File: src/design/lscpd_pkg.sv
// Purpose: constants and carriers for the link status / channel shutdown bank
// Assumes: axi4-lite slave, 32-bit data, one register per 32-bit word
// Notes: printed offsets are not all multiples of four, so they are indices
package lscpd_pkg;
  // register indices as printed, byte address is four times the index
  localparam logic [11:0] LSCPD_IDX_STATUS = 12'h208;
  localparam logic [11:0] LSCPD_IDX_SHUTDN = 12'h209;
  localparam logic [11:0] LSCPD_IDX_IRQ_ST = 12'h20c;
  localparam logic [11:0] LSCPD_IDX_IRQ_CL = 12'h20d;
  localparam logic [11:0] LSCPD_IDX_IRQ_EN = 12'h20e;
  // status field positions
  localparam int LSCPD_BIT_LINK_UP = 6;
  localparam int LSCPD_BIT_SYNC = 5;
  localparam int LSCPD_BIT_SHIFTED = 4;
  localparam int LSCPD_BIT_ESTAB = 3;
  localparam int LSCPD_BIT_LOCK = 2;
  // control field positions
  localparam int LSCPD_BIT_CHB = 1;
  localparam int LSCPD_BIT_CHA = 0;
  // reset values
  localparam logic [7:0] LSCPD_SHUTDN_RST = 8'h00;
  localparam logic [1:0] LSCPD_FLAGS_RST = 2'h0;
  localparam logic [2:0] LSCPD_IRQ_RST = 3'h0;
  // interrupt event bits: 0 shifted, 1 established, 2 link lost
  localparam int LSCPD_NEV = 3;
  localparam logic [1:0] LSCPD_RESP_OKAY = 2'h0;
  localparam logic [1:0] LSCPD_RESP_SLVERR = 2'h2;

  // raw inputs from the link side, sampled through two flops
  typedef struct packed {
    logic link_up;
    logic sync_n;
    logic sysref_shift;
    logic sysref_event;
    logic pll_lock;
    logic link_transmit_enable;
  } lscpd_link_s;

  // power-down commands toward the datapath
  typedef struct packed {
    logic chan_a_shutdown;
    logic chan_b_shutdown;
    logic lanes_a_off;
    logic lanes_b_off;
    logic subsystem_off;
  } lscpd_pwr_s;
endpackage

File: src/design/lscpd_top.sv
// Purpose: status register and channel shutdown control of a two-channel link
// Assumes: one clock aclk at 10 MHz, synchronous active-low reset
// Notes: link-side inputs are asynchronous and pass two flops
// Behaviour
// RL1 - status bit 6 reads high while the link is up
// RL2 - status bit 5 returns live sync request, 0 asserted, 1 released
// RL3 - sticky bit 4 sets whenever sysref shifts an internal clock phase
// RL4 - sticky bit 3 sets once sysref establishes the multiframe clock phase
// RL5 - first sysref after encoder enable sets bit 3, later ones only bit 4
// RL6 - writing one to bit 3 or bit 4 clears that flag
// RL7 - status bit 2 follows serializer pll lock
// RL8 - control bit 1 powers down channel b and its lanes
// RL9 - control bit 0 powers down channel a and its lanes
// RL10 - host clears transmit enable before changing shutdown bits
// RL11 - host uses operating mode, not both bits, to stop both channels
// RL12 - both channels down powers down whole link subsystem, pll, lmfc
// RL13 - shared link a keeps running with channel b off, b slots undefined
// RL14 - writing zero to sticky flags or writing read-only bits does nothing
`timescale 1ns/1ns
module lscpd_top
  import lscpd_pkg::*;
(
  input wire logic aclk,
  input wire logic aresetn,
  input wire logic [13:0] s_axi_awaddr,
  input wire logic s_axi_awvalid,
  output logic s_axi_awready,
  input wire logic [31:0] s_axi_wdata,
  input wire logic [3:0] s_axi_wstrb,
  input wire logic s_axi_wvalid,
  output logic s_axi_wready,
  output logic [1:0] s_axi_bresp,
  output logic s_axi_bvalid,
  input wire logic s_axi_bready,
  input wire logic [13:0] s_axi_araddr,
  input wire logic s_axi_arvalid,
  output logic s_axi_arready,
  output logic [31:0] s_axi_rdata,
  output logic [1:0] s_axi_rresp,
  output logic s_axi_rvalid,
  input wire logic s_axi_rready,
  input wire lscpd_link_s link_in,
  input wire logic ab_shared_on_link_a,
  output lscpd_pwr_s pwr_r,
  output logic irq_r
);

  // two-flop synchroniser for link-side inputs
  lscpd_link_s sync1_r;
  lscpd_link_s sync2_r;
  always_ff @(posedge aclk)
  begin
    if (!aresetn)
    begin
      sync1_r <= '0;
      sync2_r <= '0;
    end
    else
    begin
      sync1_r <= link_in;
      sync2_r <= sync1_r;
    end
  end

  // edge history, read from the second flop only
  logic sysref_d_r;
  logic shift_d_r;
  logic link_d_r;
  always_ff @(posedge aclk)
  begin
    if (!aresetn)
    begin
      sysref_d_r <= 1'b0;
      shift_d_r <= 1'b0;
      link_d_r <= 1'b0;
    end
    else
    begin
      sysref_d_r <= sync2_r.sysref_event;
      shift_d_r <= sync2_r.sysref_shift;
      link_d_r <= sync2_r.link_up;
    end
  end

  logic sysref_rise;
  logic shift_rise;
  logic link_fall;
  assign sysref_rise = sync2_r.sysref_event & ~sysref_d_r;
  assign shift_rise = sync2_r.sysref_shift & ~shift_d_r;
  assign link_fall = link_d_r & ~sync2_r.link_up;

  // axi write side: address and data latched independently
  logic aw_held_r;
  logic w_held_r;
  logic [13:0] awaddr_r;
  logic [31:0] wdata_r;
  logic [3:0] wstrb_r;
  logic wr_go;
  assign wr_go = aw_held_r & w_held_r & ~s_axi_bvalid;
  always_ff @(posedge aclk)
  begin
    if (!aresetn)
    begin
      aw_held_r <= 1'b0;
      awaddr_r <= 14'h0000;
    end
    else if (s_axi_awvalid && s_axi_awready)
    begin
      aw_held_r <= 1'b1;
      awaddr_r <= s_axi_awaddr;
    end
    else if (wr_go)
      aw_held_r <= 1'b0;
  end

  always_ff @(posedge aclk)
  begin
    if (!aresetn)
    begin
      w_held_r <= 1'b0;
      wdata_r <= 32'h00000000;
      wstrb_r <= 4'h0;
    end
    else if (s_axi_wvalid && s_axi_wready)
    begin
      w_held_r <= 1'b1;
      wdata_r <= s_axi_wdata;
      wstrb_r <= s_axi_wstrb;
    end
    else if (wr_go)
      w_held_r <= 1'b0;
  end

  // ready only while the holding slot is empty
  always_ff @(posedge aclk)
  begin
    if (!aresetn)
    begin
      s_axi_awready <= 1'b0;
      s_axi_wready <= 1'b0;
    end
    else
    begin
      s_axi_awready <= ~aw_held_r & ~(s_axi_awvalid & s_axi_awready);
      s_axi_wready <= ~w_held_r & ~(s_axi_wvalid & s_axi_wready);
    end
  end

  // decode the write; only byte lane 0 carries register data
  logic [11:0] wr_idx;
  logic wr_lane0;
  logic wr_stat;
  logic wr_shut;
  logic wr_clr;
  logic wr_en;
  logic wr_ok;
  assign wr_idx = awaddr_r[13:2];
  assign wr_lane0 = wr_go & wstrb_r[0];
  assign wr_stat = wr_lane0 && wr_idx == LSCPD_IDX_STATUS;
  assign wr_shut = wr_lane0 && wr_idx == LSCPD_IDX_SHUTDN;
  assign wr_clr = wr_lane0 && wr_idx == LSCPD_IDX_IRQ_CL;
  assign wr_en = wr_lane0 && wr_idx == LSCPD_IDX_IRQ_EN;
  assign wr_ok = wr_idx == LSCPD_IDX_STATUS || wr_idx == LSCPD_IDX_SHUTDN
    || wr_idx == LSCPD_IDX_IRQ_ST || wr_idx == LSCPD_IDX_IRQ_CL
    || wr_idx == LSCPD_IDX_IRQ_EN;

  always_ff @(posedge aclk)
  begin
    if (!aresetn)
    begin
      s_axi_bvalid <= 1'b0;
      s_axi_bresp <= LSCPD_RESP_OKAY;
    end
    else if (wr_go)
    begin
      s_axi_bvalid <= 1'b1;
      s_axi_bresp <= wr_ok ? LSCPD_RESP_OKAY : LSCPD_RESP_SLVERR;
    end
    else if (s_axi_bready)
      s_axi_bvalid <= 1'b0;
  end

  // channel shutdown control, reserved bits kept as plain storage
  logic [7:0] shutdn_r;
  always_ff @(posedge aclk)
  begin
    if (!aresetn)
      shutdn_r <= LSCPD_SHUTDN_RST;
    else if (wr_shut)
      shutdn_r <= wdata_r[7:0];
  end

  // encoder-enable tracking: arms the first-sysref capture
  logic armed_r;
  logic en_d_r;
  always_ff @(posedge aclk)
  begin
    if (!aresetn)
    begin
      armed_r <= 1'b0;
      en_d_r <= 1'b0;
    end
    else
    begin
      en_d_r <= sync2_r.link_transmit_enable;
      // RL5 first sysref only
      if (!sync2_r.link_transmit_enable)
        armed_r <= 1'b0;
      else if (!en_d_r)
        armed_r <= 1'b1;
      else if (sysref_rise)
        armed_r <= 1'b0;
    end
  end

  // sticky flags: [1] phase shifted, [0] frame clock established
  logic [1:0] flags_r;
  logic set_estab;
  logic set_shift;
  assign set_estab = armed_r & sysref_rise;
  assign set_shift = shift_rise;
  always_ff @(posedge aclk)
  begin
    if (!aresetn)
      flags_r <= LSCPD_FLAGS_RST;
    else
    begin
      // RL3 set on phase shift, set beats clear
      if (set_shift)
        flags_r[1] <= 1'b1;
      // RL6 write one clears
      // RL14 zero leaves flag alone
      else if (wr_stat && wdata_r[LSCPD_BIT_SHIFTED])
        flags_r[1] <= 1'b0;
      // RL4 set on establishment
      if (set_estab)
        flags_r[0] <= 1'b1;
      // RL6 write one clears
      else if (wr_stat && wdata_r[LSCPD_BIT_ESTAB])
        flags_r[0] <= 1'b0;
    end
  end

  // assembled status byte; read-only bits ignore writes
  logic [7:0] status;
  always_comb
  begin
    status = 8'h00;
    // RL1 link up
    status[LSCPD_BIT_LINK_UP] = sync2_r.link_up;
    // RL2 live sync level
    status[LSCPD_BIT_SYNC] = sync2_r.sync_n;
    status[LSCPD_BIT_SHIFTED] = flags_r[1];
    status[LSCPD_BIT_ESTAB] = flags_r[0];
    // RL7 pll lock
    status[LSCPD_BIT_LOCK] = sync2_r.pll_lock;
  end

  // interrupt status, enable and write-one clear; set beats clear
  logic [LSCPD_NEV-1:0] ev;
  logic [LSCPD_NEV-1:0] irq_st_r;
  logic [LSCPD_NEV-1:0] irq_en_r;
  assign ev = {link_fall, set_estab, set_shift};
  genvar gi;
  generate
    for (gi = 0; gi < LSCPD_NEV; gi++)
    begin : g_irq
      always_ff @(posedge aclk)
      begin
        if (!aresetn)
          irq_st_r[gi] <= 1'b0;
        else if (ev[gi])
          irq_st_r[gi] <= 1'b1;
        else if (wr_clr && wdata_r[gi])
          irq_st_r[gi] <= 1'b0;
      end
    end
  endgenerate

  always_ff @(posedge aclk)
  begin
    if (!aresetn)
      irq_en_r <= LSCPD_IRQ_RST;
    else if (wr_en)
      irq_en_r <= wdata_r[LSCPD_NEV-1:0];
  end

  // level interrupt, one cycle behind the status bits
  always_ff @(posedge aclk)
  begin
    if (!aresetn)
      irq_r <= 1'b0;
    else
      irq_r <= |(irq_st_r & irq_en_r);
  end

  // power-down outputs toward the datapath
  always_ff @(posedge aclk)
  begin
    if (!aresetn)
      pwr_r <= '0;
    else
    begin
      // RL9 channel a and lanes
      pwr_r.chan_a_shutdown <= shutdn_r[LSCPD_BIT_CHA];
      pwr_r.lanes_a_off <= shutdn_r[LSCPD_BIT_CHA];
      // RL8 channel b and its lanes
      pwr_r.chan_b_shutdown <= shutdn_r[LSCPD_BIT_CHB];
      // RL13 shared link a stays up
      pwr_r.lanes_b_off <= shutdn_r[LSCPD_BIT_CHB] & ~ab_shared_on_link_a;
      // RL12 both down kills subsystem
      pwr_r.subsystem_off <= shutdn_r[LSCPD_BIT_CHA] & shutdn_r[LSCPD_BIT_CHB];
    end
  end

  // read channel: one read at a time, answer one cycle after accept
  logic [11:0] rd_idx;
  assign rd_idx = s_axi_araddr[13:2];
  always_ff @(posedge aclk)
  begin
    if (!aresetn)
      s_axi_arready <= 1'b0;
    else
      s_axi_arready <= ~s_axi_rvalid & ~(s_axi_arvalid & s_axi_arready);
  end

  always_ff @(posedge aclk)
  begin
    if (!aresetn)
    begin
      s_axi_rvalid <= 1'b0;
      s_axi_rdata <= 32'h00000000;
      s_axi_rresp <= LSCPD_RESP_OKAY;
    end
    else if (s_axi_arvalid && s_axi_arready)
    begin
      s_axi_rvalid <= 1'b1;
      s_axi_rresp <= LSCPD_RESP_OKAY;
      case (rd_idx)
        LSCPD_IDX_STATUS: s_axi_rdata <= {24'h000000, status};
        LSCPD_IDX_SHUTDN: s_axi_rdata <= {24'h000000, shutdn_r};
        LSCPD_IDX_IRQ_ST: s_axi_rdata <= {29'h00000000, irq_st_r};
        LSCPD_IDX_IRQ_CL: s_axi_rdata <= 32'h00000000;
        LSCPD_IDX_IRQ_EN: s_axi_rdata <= {29'h00000000, irq_en_r};
        default:
        begin
          s_axi_rdata <= 32'h00000000;
          s_axi_rresp <= LSCPD_RESP_SLVERR;
        end
      endcase
    end
    else if (s_axi_rready)
      s_axi_rvalid <= 1'b0;
  end

endmodule

File: config.mk
export PLATFORM = sky130hd
export DESIGN_NAME = lscpd_top
export DESIGN_NICKNAME = d
export VERILOG_FILES = /design/src/design/lscpd_pkg.sv /design/src/design/lscpd_top.sv
export SDC_FILE = /design/constraint.sdc
export NUM_CORES = 1
export LEC_CHECK = 0
export BUFFER_PORTS_ARGS = -buffer_cell sky130_fd_sc_hd__buf_2
export CAP_MARGIN = 25
export CORE_MARGIN = 2
export CORE_UTILIZATION = 53
export CTS_BUF_LIST = sky130_fd_sc_hd__clkbuf_4
export DETAILED_ROUTE_END_ITERATION = 8
export GPL_ROUTABILITY_DRIVEN = 0
export PLACE_DENSITY = 0.95
export SLEW_MARGIN = 15
export SYNTH_ARGS = -nofsm -noshare
export SYNTH_HDL_FRONTEND = slang
export SYNTH_SLANG_ARGS = --single-unit
File: constraint.sdc
create_clock -name aclk -period 2.5 [get_ports aclk]
set_clock_uncertainty 0.1 [all_clocks]
set_input_delay 0.25 -clock aclk [delete_from_list [all_inputs] [get_ports aclk]]
set_output_delay 0.25 -clock aclk [all_outputs]
set_load 0.1 [all_outputs]
== Word level (Yosys, flattened, before mapping) ==
Cells that the tools add are included.

* Input bits: 78
* Logic and storage cells: 130
* Register bits: 104
* Output and inout bits: 47

* Bitwise logic cells: 27
* Eq/ne operators: 11
* Muxes and demuxes: 22
* Reduce and logical (&&, ||, !) cells: 28

{| class="wikitable"
|+ Operators by type and width
! cell !! count
|-
| 12-bit by 10-bit equality test with 1-bit output (second input constant) || 10
|-
| 8-bit case mux with 4 select lines || 1
|-
| 1-bit two-way mux || 19
|-
| 2-bit nonzero test || 9
|-
| 1-bit AND || 15
|-
| 1-bit logical AND || 12
|-
| 1-bit NOT || 11
|-
| 5-bit OR reduction || 1
|-
| 1-bit logical OR || 4
|-
| 2-bit two-way mux || 2
|-
| 3-bit AND || 1
|-
| 3-bit OR reduction || 1
|-
| 2-bit inequality test (second input constant) || 1
|-
| 2-bit AND reduction || 1
|}

== Longest topological paths before layout ==
Gate-level depths: netlist of run 1.

* Depth after elaboration: 7
* Depth in mapped cells: 5
* Gate-level depth less buffers: 4

== Worst setup path before layout of run 1 ==
OpenSTA, ideal clock, no wires.

* Path kind: register -> register
* From: reg s_axi_arready
* To: reg s_axi_arready
* Stages on the path, launching flop included: 5
* Clock period less this slack: 1886 ps
* Required time: 2243 ps
* Setup slack: 614 ps
* Path buffers: 1
* Library setup time: 157 ps
* Arrival: 1629 ps
* Path through: dfxtp_1 -> nand2_1 -> and2_1 -> clkbuf_1 -> nor2b_1

* Longest elaborated chain between the ends: 3

{| class="wikitable"
|+ RTL lines
! item !! RTL line !! RTL
|-
| start: declaration || lscpd_top.sv:37 || <nowiki>output logic s_axi_arready,</nowiki>
|-
| start signal: assignment || lscpd_top.sv:324 || <nowiki>s_axi_arready <= ~s_axi_rvalid & ~(s_axi_arvalid & s_axi_arready);</nowiki>
|-
| 1-bit AND || lscpd_top.sv:324 ||
|-
| 1-bit NOT || lscpd_top.sv:324 ||
|-
| 1-bit AND || lscpd_top.sv:324 ||
|}

Every way passes these cells.
A chain may end at the register's enable or synchronous reset.

== Worst setup path in the final report of run 1 ==
* From: reg aw_held_r
* To: reg irq_en_r[1]

* Longest elaborated chain between the ends: 4

{| class="wikitable"
|+ RTL lines
! item !! RTL line !! RTL
|-
| start: declaration || lscpd_top.sv:93 || <nowiki>logic aw_held_r;</nowiki>
|-
| start signal: assignment || lscpd_top.sv:104 || <nowiki>aw_held_r <= 1'b0;</nowiki>
|-
| start signal: assignment || lscpd_top.sv:109 || <nowiki>aw_held_r <= 1'b1;</nowiki>
|-
| start signal: assignment || lscpd_top.sv:113 || <nowiki>aw_held_r <= 1'b0;</nowiki>
|-
| 1-bit AND (2 in a row) || lscpd_top.sv:99 || <nowiki>assign wr_go = aw_held_r & w_held_r & ~s_axi_bvalid;</nowiki>
|-
| 1-bit AND || lscpd_top.sv:158 || <nowiki>assign wr_lane0 = wr_go & wstrb_r[0];</nowiki>
|-
| 1-bit logical AND || lscpd_top.sv:162 || <nowiki>assign wr_en = wr_lane0 && wr_idx == LSCPD_IDX_IRQ_EN;</nowiki>
|-
| end signal: assignment || lscpd_top.sv:285 || <nowiki>irq_en_r <= wdata_r[LSCPD_NEV-1:0];</nowiki>
|-
| end: declaration || lscpd_top.sv:262 || <nowiki>logic [LSCPD_NEV-1:0] irq_en_r;</nowiki>
|}

Every way passes these cells.

==> metrics.txt, run 1 <==
status=complete, no violations; post-synthesis cell count=332; synthesized area per cell=9.21 um^2; DIE AREA=0.00639 mm^2; drt via density=4.96; via count=around 2500; all-layer global routing usage=a little over a fifth; io pins=roughly 130; post-DP HPWL=4320 um; CTS Buf Count=9; CTS Buffer Depth=2; RSZ-0062 raised after global routing=no; Die X=approximately 80 um; Routed WL=about 6400 um; Final Hold Vio Count=0; Final WS setup=approximately 0.62 ns; DR WL/cell=12.7 um; I/O Buffers=67; crit-path leading delay family=simple AND/OR/NAND/NOR gates; Detail Route Antenna Nets=0; relative slew slack=between 60% and 70%; Critical Path RT=2.72 ns; Initial Util=55.2%; TritonCTS Sinks=76; Max-Cap Viols=0; initial detailed-routing violation count=180; max incr delay on CP=0.52 ns; placed cell count=457; Netlist Area Pre-Place=0.00306 mm^2; Layout Nets=503; CP cell instances=nand3_1, nor3b_1, and4bb_1, mux2i_1; Place WS=0.730 ns; leakage=1.59 nW; CTS resizes=0; largest net degree at the start of global routing=50; clock-pin slew on the worst setup and hold paths=0.12 ns; CTS root buffer=clkbuf_4; Final Non-Filler Cells=roughly 500; Hold Path Class=primary input to flip-flop; yosys warns=0; Synth Register Bits=76; Area Overhead vs Synth=22.7%; max-slew violation count=0; DIE HEIGHT=80.0 um; Yosys cell types=39; Worst Path Arrival=2.10 ns; clock period minus worst slack=1.88 ns; DRC=0; setup violators final=0; first-pass GRT wire length=10300 um; nature of the critical path startpoint=flip-flop; Worst path slowest cell=nor3b_1; maximum clock frequency=0.532 GHz; CP Class=flip-flop to flip-flop; initial antenna violation count=0; crit share post-route=75.1%; core area=0.00554 mm^2; crit-path max FO=4; CTS tree=yes; Buf+Inv Stages, Crit Path=0; H-tree levels=3; # rows=27; sequential area share after synthesis=between 40 and 50%; # diodes=0; layout cell share with drive strength beyond 1=20.5%; drt first pass iters=4; PwrDens=634 mW/mm^2; worst skew pair latency=~0.4 ns; Worst-Margin Slew=0.598 ns; Sum Neg Setup Slack=0 ns; gr ovfl total=0; vias in the first global route=roughly 2400; CP endpoint kind=flip-flop; maximum vdd drop=0.450 mV
## per-layer routing
metal  GRT usage, %  vias to the layer above  part of all wire [%]
met5              0                        -                     0
met4           11.4                        0                   2.6
met3           4.86                       22                   6.8
met2           36.8                      112                    50
met1           23.3                     1118                    41
li1               -                     1239                     -
## cells in the mapped netlist
library cell	instances	area share (%)
a21oi_1	3	0.49
nor2b_1	9	1.8
o21ai_0	7	1.1
and3_1	2	0.41
or3_1	2	0.41
clkbuf_1	12	1.5
a22oi_1	2	0.49
nand2b_1	5	1.0
nor4_4	1	0.70
buf_2	1	0.16
a2bb2oi_1	2	0.57
nor2_1	3	0.37
a31oi_1	3	0.61
and4_1	1	0.29
nand2_2	1	0.20
a211oi_1	1	0.25
a31o_1	1	0.29
and2_1	20	4.1
nor4_1	2	0.41
nand3b_1	2	0.49
a21boi_1	24	5.9
nand2_1	75	9.2
a41oi_1	2	0.57
dfxtp_1	76	50
and4bb_1	1	0.41
conb_1	1	0.12
nor4b_2	1	0.49
buf_4	28	6.9
and3b_1	1	0.29
mux2i_1	16	5.2
or4b_4	1	0.45
o21ai_1	10	1.6
a222oi_1	1	0.33
nand3_4	1	0.57
nor3_1	1	0.16
a21boi_0	1	0.25
nand3_1	2	0.33
inv_1	6	0.74
nor3b_1	4	0.98
## kinds of logic after synthesis
| logic type | synth area share, % |
|---|---|
| mux | 5.24 |
| flops | 49.8 |
| simple gates | 23.1 |
| compound gates | 12.5 |
| buf+inv | 9.25 |
| other cells | 0.123 |
## state kept, by name, indices dropped and copies added, names as in the netlist, 2 cells and up
signal,cells
pwr_r,4
wdata_r,8
awaddr_r,12
s_axi_rdata,8
irq_st_r,3
status,3
irq_en_r,3
sync1_r,6
flags_r,2
shutdn_r,8
sync2_r,3
## power by group
| group | switching, mW | leakage [nW] | total, mW | internal (mW) |
|---|---|---|---|---|
| Sequential | 0.0257 | 0.619 | 1.28 | 1.25 |
| Combinational | 0.308 | 0.902 | 0.411 | 0.103 |
| Clock | 0.384 | 0.0712 | 0.691 | 0.307 |
| Total | 0.718 | 1.59 | 2.38 | 1.66 |
## placed cells by master (no fill, tap or decap), types with 2 or more instances in the layout
| cell type | synthesis | routed |
|---|---|---|
| dfxtp_1 | 76 | 76 |
| nand2_1 | 75 | 75 |
| buf_2 | 1 | 67 |
| dlygate4sd3_1 | 0 | 29 |
| conb_1 | 1 | 26 |
| a21boi_1 | 24 | 24 |
| and2_1 | 20 | 20 |
| mux2i_1 | 16 | 16 |
| o21ai_1 | 10 | 10 |
| clkbuf_4 | 0 | 10 |
| nor2b_1 | 9 | 9 |
| o21ai_0 | 7 | 7 |
| inv_1 | 6 | 6 |
| nand2b_1 | 5 | 5 |
| nor3b_1 | 4 | 4 |
| a21oi_1 | 3 | 3 |
| nor2_1 | 3 | 3 |
| a31oi_1 | 3 | 3 |
| nand3b_1 | 2 | 2 |
| and3_1 | 2 | 2 |
| or3_1 | 2 | 2 |
| nand3_1 | 2 | 2 |
| nor4_1 | 2 | 2 |
| a41oi_1 | 2 | 2 |
| a22oi_1 | 2 | 2 |
| a2bb2oi_1 | 2 | 2 |
| clkinv_1 | 0 | 2 |
| clkinv_2 | 0 | 2 |
| buf_4 | 28 | 2 |
## final timing paths
check	start	end	slack, ns	cells past startpoint
worst max register to register	aw_held_r	irq_en_r[1]	0.62	4
worst max-delay path	aw_held_r	irq_en_r[1]	0.62	4
worst min register to register	en_d_r	armed_r	0.32	1
worst min-delay path	s_axi_rready	s_axi_rvalid	0.04	3
## worst register-to-register path, delay by kind of cell, from the launching register on
family / cells / cell delay, ns
muxes: 1 / 0.23
DFF: 1 / 0.42
and+or+nand+nor: 3 / 1.06
## final cells by class
type	instances	area [um^2]
clock buffers	10	75.1
fillers	426	1790
clock inverters	6	55.1
inverters	6	22.5
well taps	72	90.1
multi-input cells	234	1350
repair buffers	98	641
flip-flops and latches	76	1520
## what timing repair did
item / in CTS / in global routing
hold endpoints to repair: 29 / 0
hold buffers: 29 / 0
setup buffers: 0 / 0
## metrics by stage
stage	util (%)	hold WS (ns)	power, mW	cell area (um^2)
finish	67.7	0.0386	2.38	3750
global route	67.7	0.0205	2.49	3750
CTS	67.7	0.0247	2.40	3750
detailed placement	60.1	0.309	1.67	3330
global placement	60.1	0.287	1.67	3330
floorplan	-	0.222	1.64	3150
No activity file was read; power rests on OpenSTA's default activity.
==> run 2: changes to the inputs <==
--- a/config.mk
+++ b/config.mk
@@ -8,11 +8,11 @@
 export BUFFER_PORTS_ARGS = -buffer_cell sky130_fd_sc_hd__buf_2
 export CAP_MARGIN = 25
 export CORE_MARGIN = 2
-export CORE_UTILIZATION = 53
+export CORE_UTILIZATION = 50
 export CTS_BUF_LIST = sky130_fd_sc_hd__clkbuf_4
 export DETAILED_ROUTE_END_ITERATION = 8
 export GPL_ROUTABILITY_DRIVEN = 0
-export PLACE_DENSITY = 0.95
+export PLACE_DENSITY = 0.92
 export SLEW_MARGIN = 15
 export SYNTH_ARGS = -nofsm -noshare
 export SYNTH_HDL_FRONTEND = slang
==> constraint.sdc (replaced) <==
create_clock -name aclk -period 1.88 [get_ports aclk]
set_clock_uncertainty 0.1 [all_clocks]
set_input_delay 0.188 -clock aclk [delete_from_list [all_inputs] [get_ports aclk]]
set_output_delay 0.188 -clock aclk [all_outputs]
set_load 0.1 [all_outputs]
==> metrics.txt, run 2 (same netlist as run 1, synthesis figures left out) <==
Initial Util=51.6% (was 55.2%); DRC=0 (unchanged); vias in the first global route=2397 (was 2363); hold endpoint=s_axi_rresp[1] (was s_axi_rvalid); TritonCTS Sinks=76 (unchanged); drt first pass iters=4 (unchanged); RSZ-0062 raised after global routing=no (unchanged); nature of the critical path startpoint=flip-flop (unchanged); layout cell share with drive strength beyond 1=21.1% (was 20.5%); Final Hold Vio Count=0 (unchanged); io pins=125 (unchanged); clock-pin slew on the worst setup and hold paths=0.12 ns (about the same); PwrDens=842 mW/mm^2 (was 634 mW/mm^2); Critical Path RT=2.12 ns (was 2.72 ns); R2R cell count=5 (was 4); post-DP HPWL=4220 um (was 4320 um); # rows=28 (was 27); drt via density=4.89 (was 4.96); max incr delay on CP=0.34 ns (was 0.52 ns); DR WL/cell=12.1 um (was 12.7 um); Reg-to-Reg Start=awaddr_r[12] (was aw_held_r); core area=0.00592 mm^2 (was 0.00554 mm^2); max reg flops=12 (unchanged); # diodes=0 (unchanged); DIE HEIGHT=82.2 um (was 80.0 um); Detail Route Antenna Nets=0 (unchanged); all-layer global routing usage=19.9% (was 21.0%); Worst path slowest cell=dfxtp_1 (was nor3b_1); crit-path max FO=8 (was 4); Reg2Reg Setup Slack=0.14 ns (was 0.62 ns); CTS Buf Count=9 (unchanged); initial detailed-routing violation count=121 (was 180); largest net degree at the start of global routing=73 (was 50); CTS resizes=0 (unchanged); CP cell instances=nor4b_2, and4_1, nor2b_1, buf_4, mux2i_1 (was nand3_1, nor3b_1, and4bb_1, mux2i_1); Final WS setup=0.138 ns (was 0.622 ns); r2r endpoint=shutdn_r[3] (was irq_en_r[1]); Routed WL=6160 um (was 6360 um); CP endpoint kind=flip-flop (unchanged); setup violators final=0 (unchanged); CTS Buffer Depth=2 (unchanged); clock period minus worst slack=1.74 ns (was 1.88 ns); Hold Path Origin=aresetn (was s_axi_rready); Hold Path Class=primary input to flip-flop (unchanged); leakage=1.63 nW (was 1.59 nW); Place WS=0.164 ns (was 0.730 ns); Worst Path Arrival=1.98 ns (was 2.10 ns); status=complete, no violations (unchanged); Buf+Inv Stages, Crit Path=1 (was 0); Layout Nets=508 (was 503); first-pass GRT wire length=10100 um (was 10300 um); I/O Buffers=67 (unchanged); Area Overhead vs Synth=25.2% (was 22.7%); Biggest register=awaddr_r (unchanged); Die X=82.2 um (was 80.0 um); CTS root buffer=clkbuf_4 (unchanged); CTS tree=yes (unchanged); crit share post-route=92.7% (was 75.1%); Hold Crit Depth=3 (unchanged); Setup Fix Bufs, Post-CTS=0 (unchanged); maximum vdd drop=0.445 mV (was 0.450 mV); via count=2494 (was 2491); CP Class=flip-flop to flip-flop (unchanged); max-slew violation count=0 (unchanged); Sum Neg Setup Slack=0 ns (unchanged); DIE AREA=0.00676 mm^2 (was 0.00639 mm^2); commonest non-fill, non-tap cells in the layout=75 x nand2_1, 75 x dfxtp_1, 67 x buf_2, 33 x dlygate4sd3_1, 26 x conb_1 (was 76 x dfxtp_1, 75 x nand2_1, 67 x buf_2, 29 x dlygate4sd3_1, 26 x conb_1); maximum clock frequency=0.574 GHz (was 0.532 GHz); Max-Cap Viols=0 (unchanged); initial antenna violation count=0 (unchanged); gr ovfl total=0 (unchanged); worst skew pair latency=0.41 ns (was 0.40 ns); crit-path leading delay family=simple AND/OR/NAND/NOR gates (unchanged); H-tree levels=3 (unchanged)
run 2: changes by cell type in the layout (fill, tap and decap cells not counted):
cell           delta
clkinv_1          -2
dfxtp_1           -1
buf_12            +1
clkinv_4          +2
dfxtp_2           +1
dlygate4sd3_1     +4
run 2: routing by layer:
layer | part of all wire, % | wire length (um) | up-vias | global-route usage, %
met4 | 2.8 | 172 | 0 | 12.2
li1 | - | - | 1255 | -
met1 | 42 | 2620 | 1143 | 21.8
met5 | 0 | 0 | - | 0
met3 | 5.5 | 338 | 14 | 5.33
met2 | 49 | 3040 | 82 | 34.2
run 2: area by class of cell:
class	count	area [um^2]
Multi-Input combinational cell	234	1350
Fill cell	445	2090
Timing Repair Buffer	103	701
Clock buffer	10	75.1
Tap cell	75	93.8
Sequential cell	76	1520
Clock inverter	6	65.1
Inverter	6	22.5
run 2: tightest hold or removal path, cell delays in order:
cell     delay (ns)
buf_2          0.13
nand3_4        0.10
o21ai_0        0.08
run 2: how the worst max path moves through the flow:
stage | from | end | slack, ns | cells after the start
2_1_floorplan | s_axi_awready | awaddr_r[13] | 0.03 | 4
3_3_place_gp | awaddr_r[12] | shutdn_r[1] | 0.24 | 5
3_5_place_dp | awaddr_r[12] | shutdn_r[3] | 0.16 | 5
4_1_cts | awaddr_r[12] | shutdn_r[3] | 0.14 | 5
5_1_grt | awaddr_r[12] | shutdn_r[7] | 0.006 | 5
6_report | awaddr_r[12] | shutdn_r[3] | 0.14 | 5
run 2: repair_timing:
| action | CTS | global route |
|---|---|---|
| hold buffers | 33 | 0 |
| endpoints found under the setup margin | 0 | 0 |
| hold endpoints to repair | 32 | 0 |
run 2: per-stage QoR:
stage / hold WS [ns] / util (%) / cells / area, um^2 / power (mW)
final: 0.0322 / 64.6 / 510 / 3830 / 3.22
after CTS: 0.0239 / 64.6 / 510 / 3830 / 3.25
after global routing: 0.0161 / 64.6 / 510 / 3830 / 3.35
after global placement: 0.245 / 56.7 / 461 / 3360 / 2.22
after detailed placement: 0.250 / 56.7 / 461 / 3360 / 2.23
after floorplan: 0.160 / - / 357 / 3150 / 2.18
run 2: report_power, final:
| part | total, mW | internal (mW) | leakage (nW) | switching (mW) |
|---|---|---|---|---|
| sequential | 1.70 | 1.66 | 0.619 | 0.0322 |
| clock | 0.973 | 0.420 | 0.0763 | 0.553 |
| combinational | 0.556 | 0.145 | 0.931 | 0.411 |
| total | 3.22 | 2.23 | 1.63 | 0.996 |
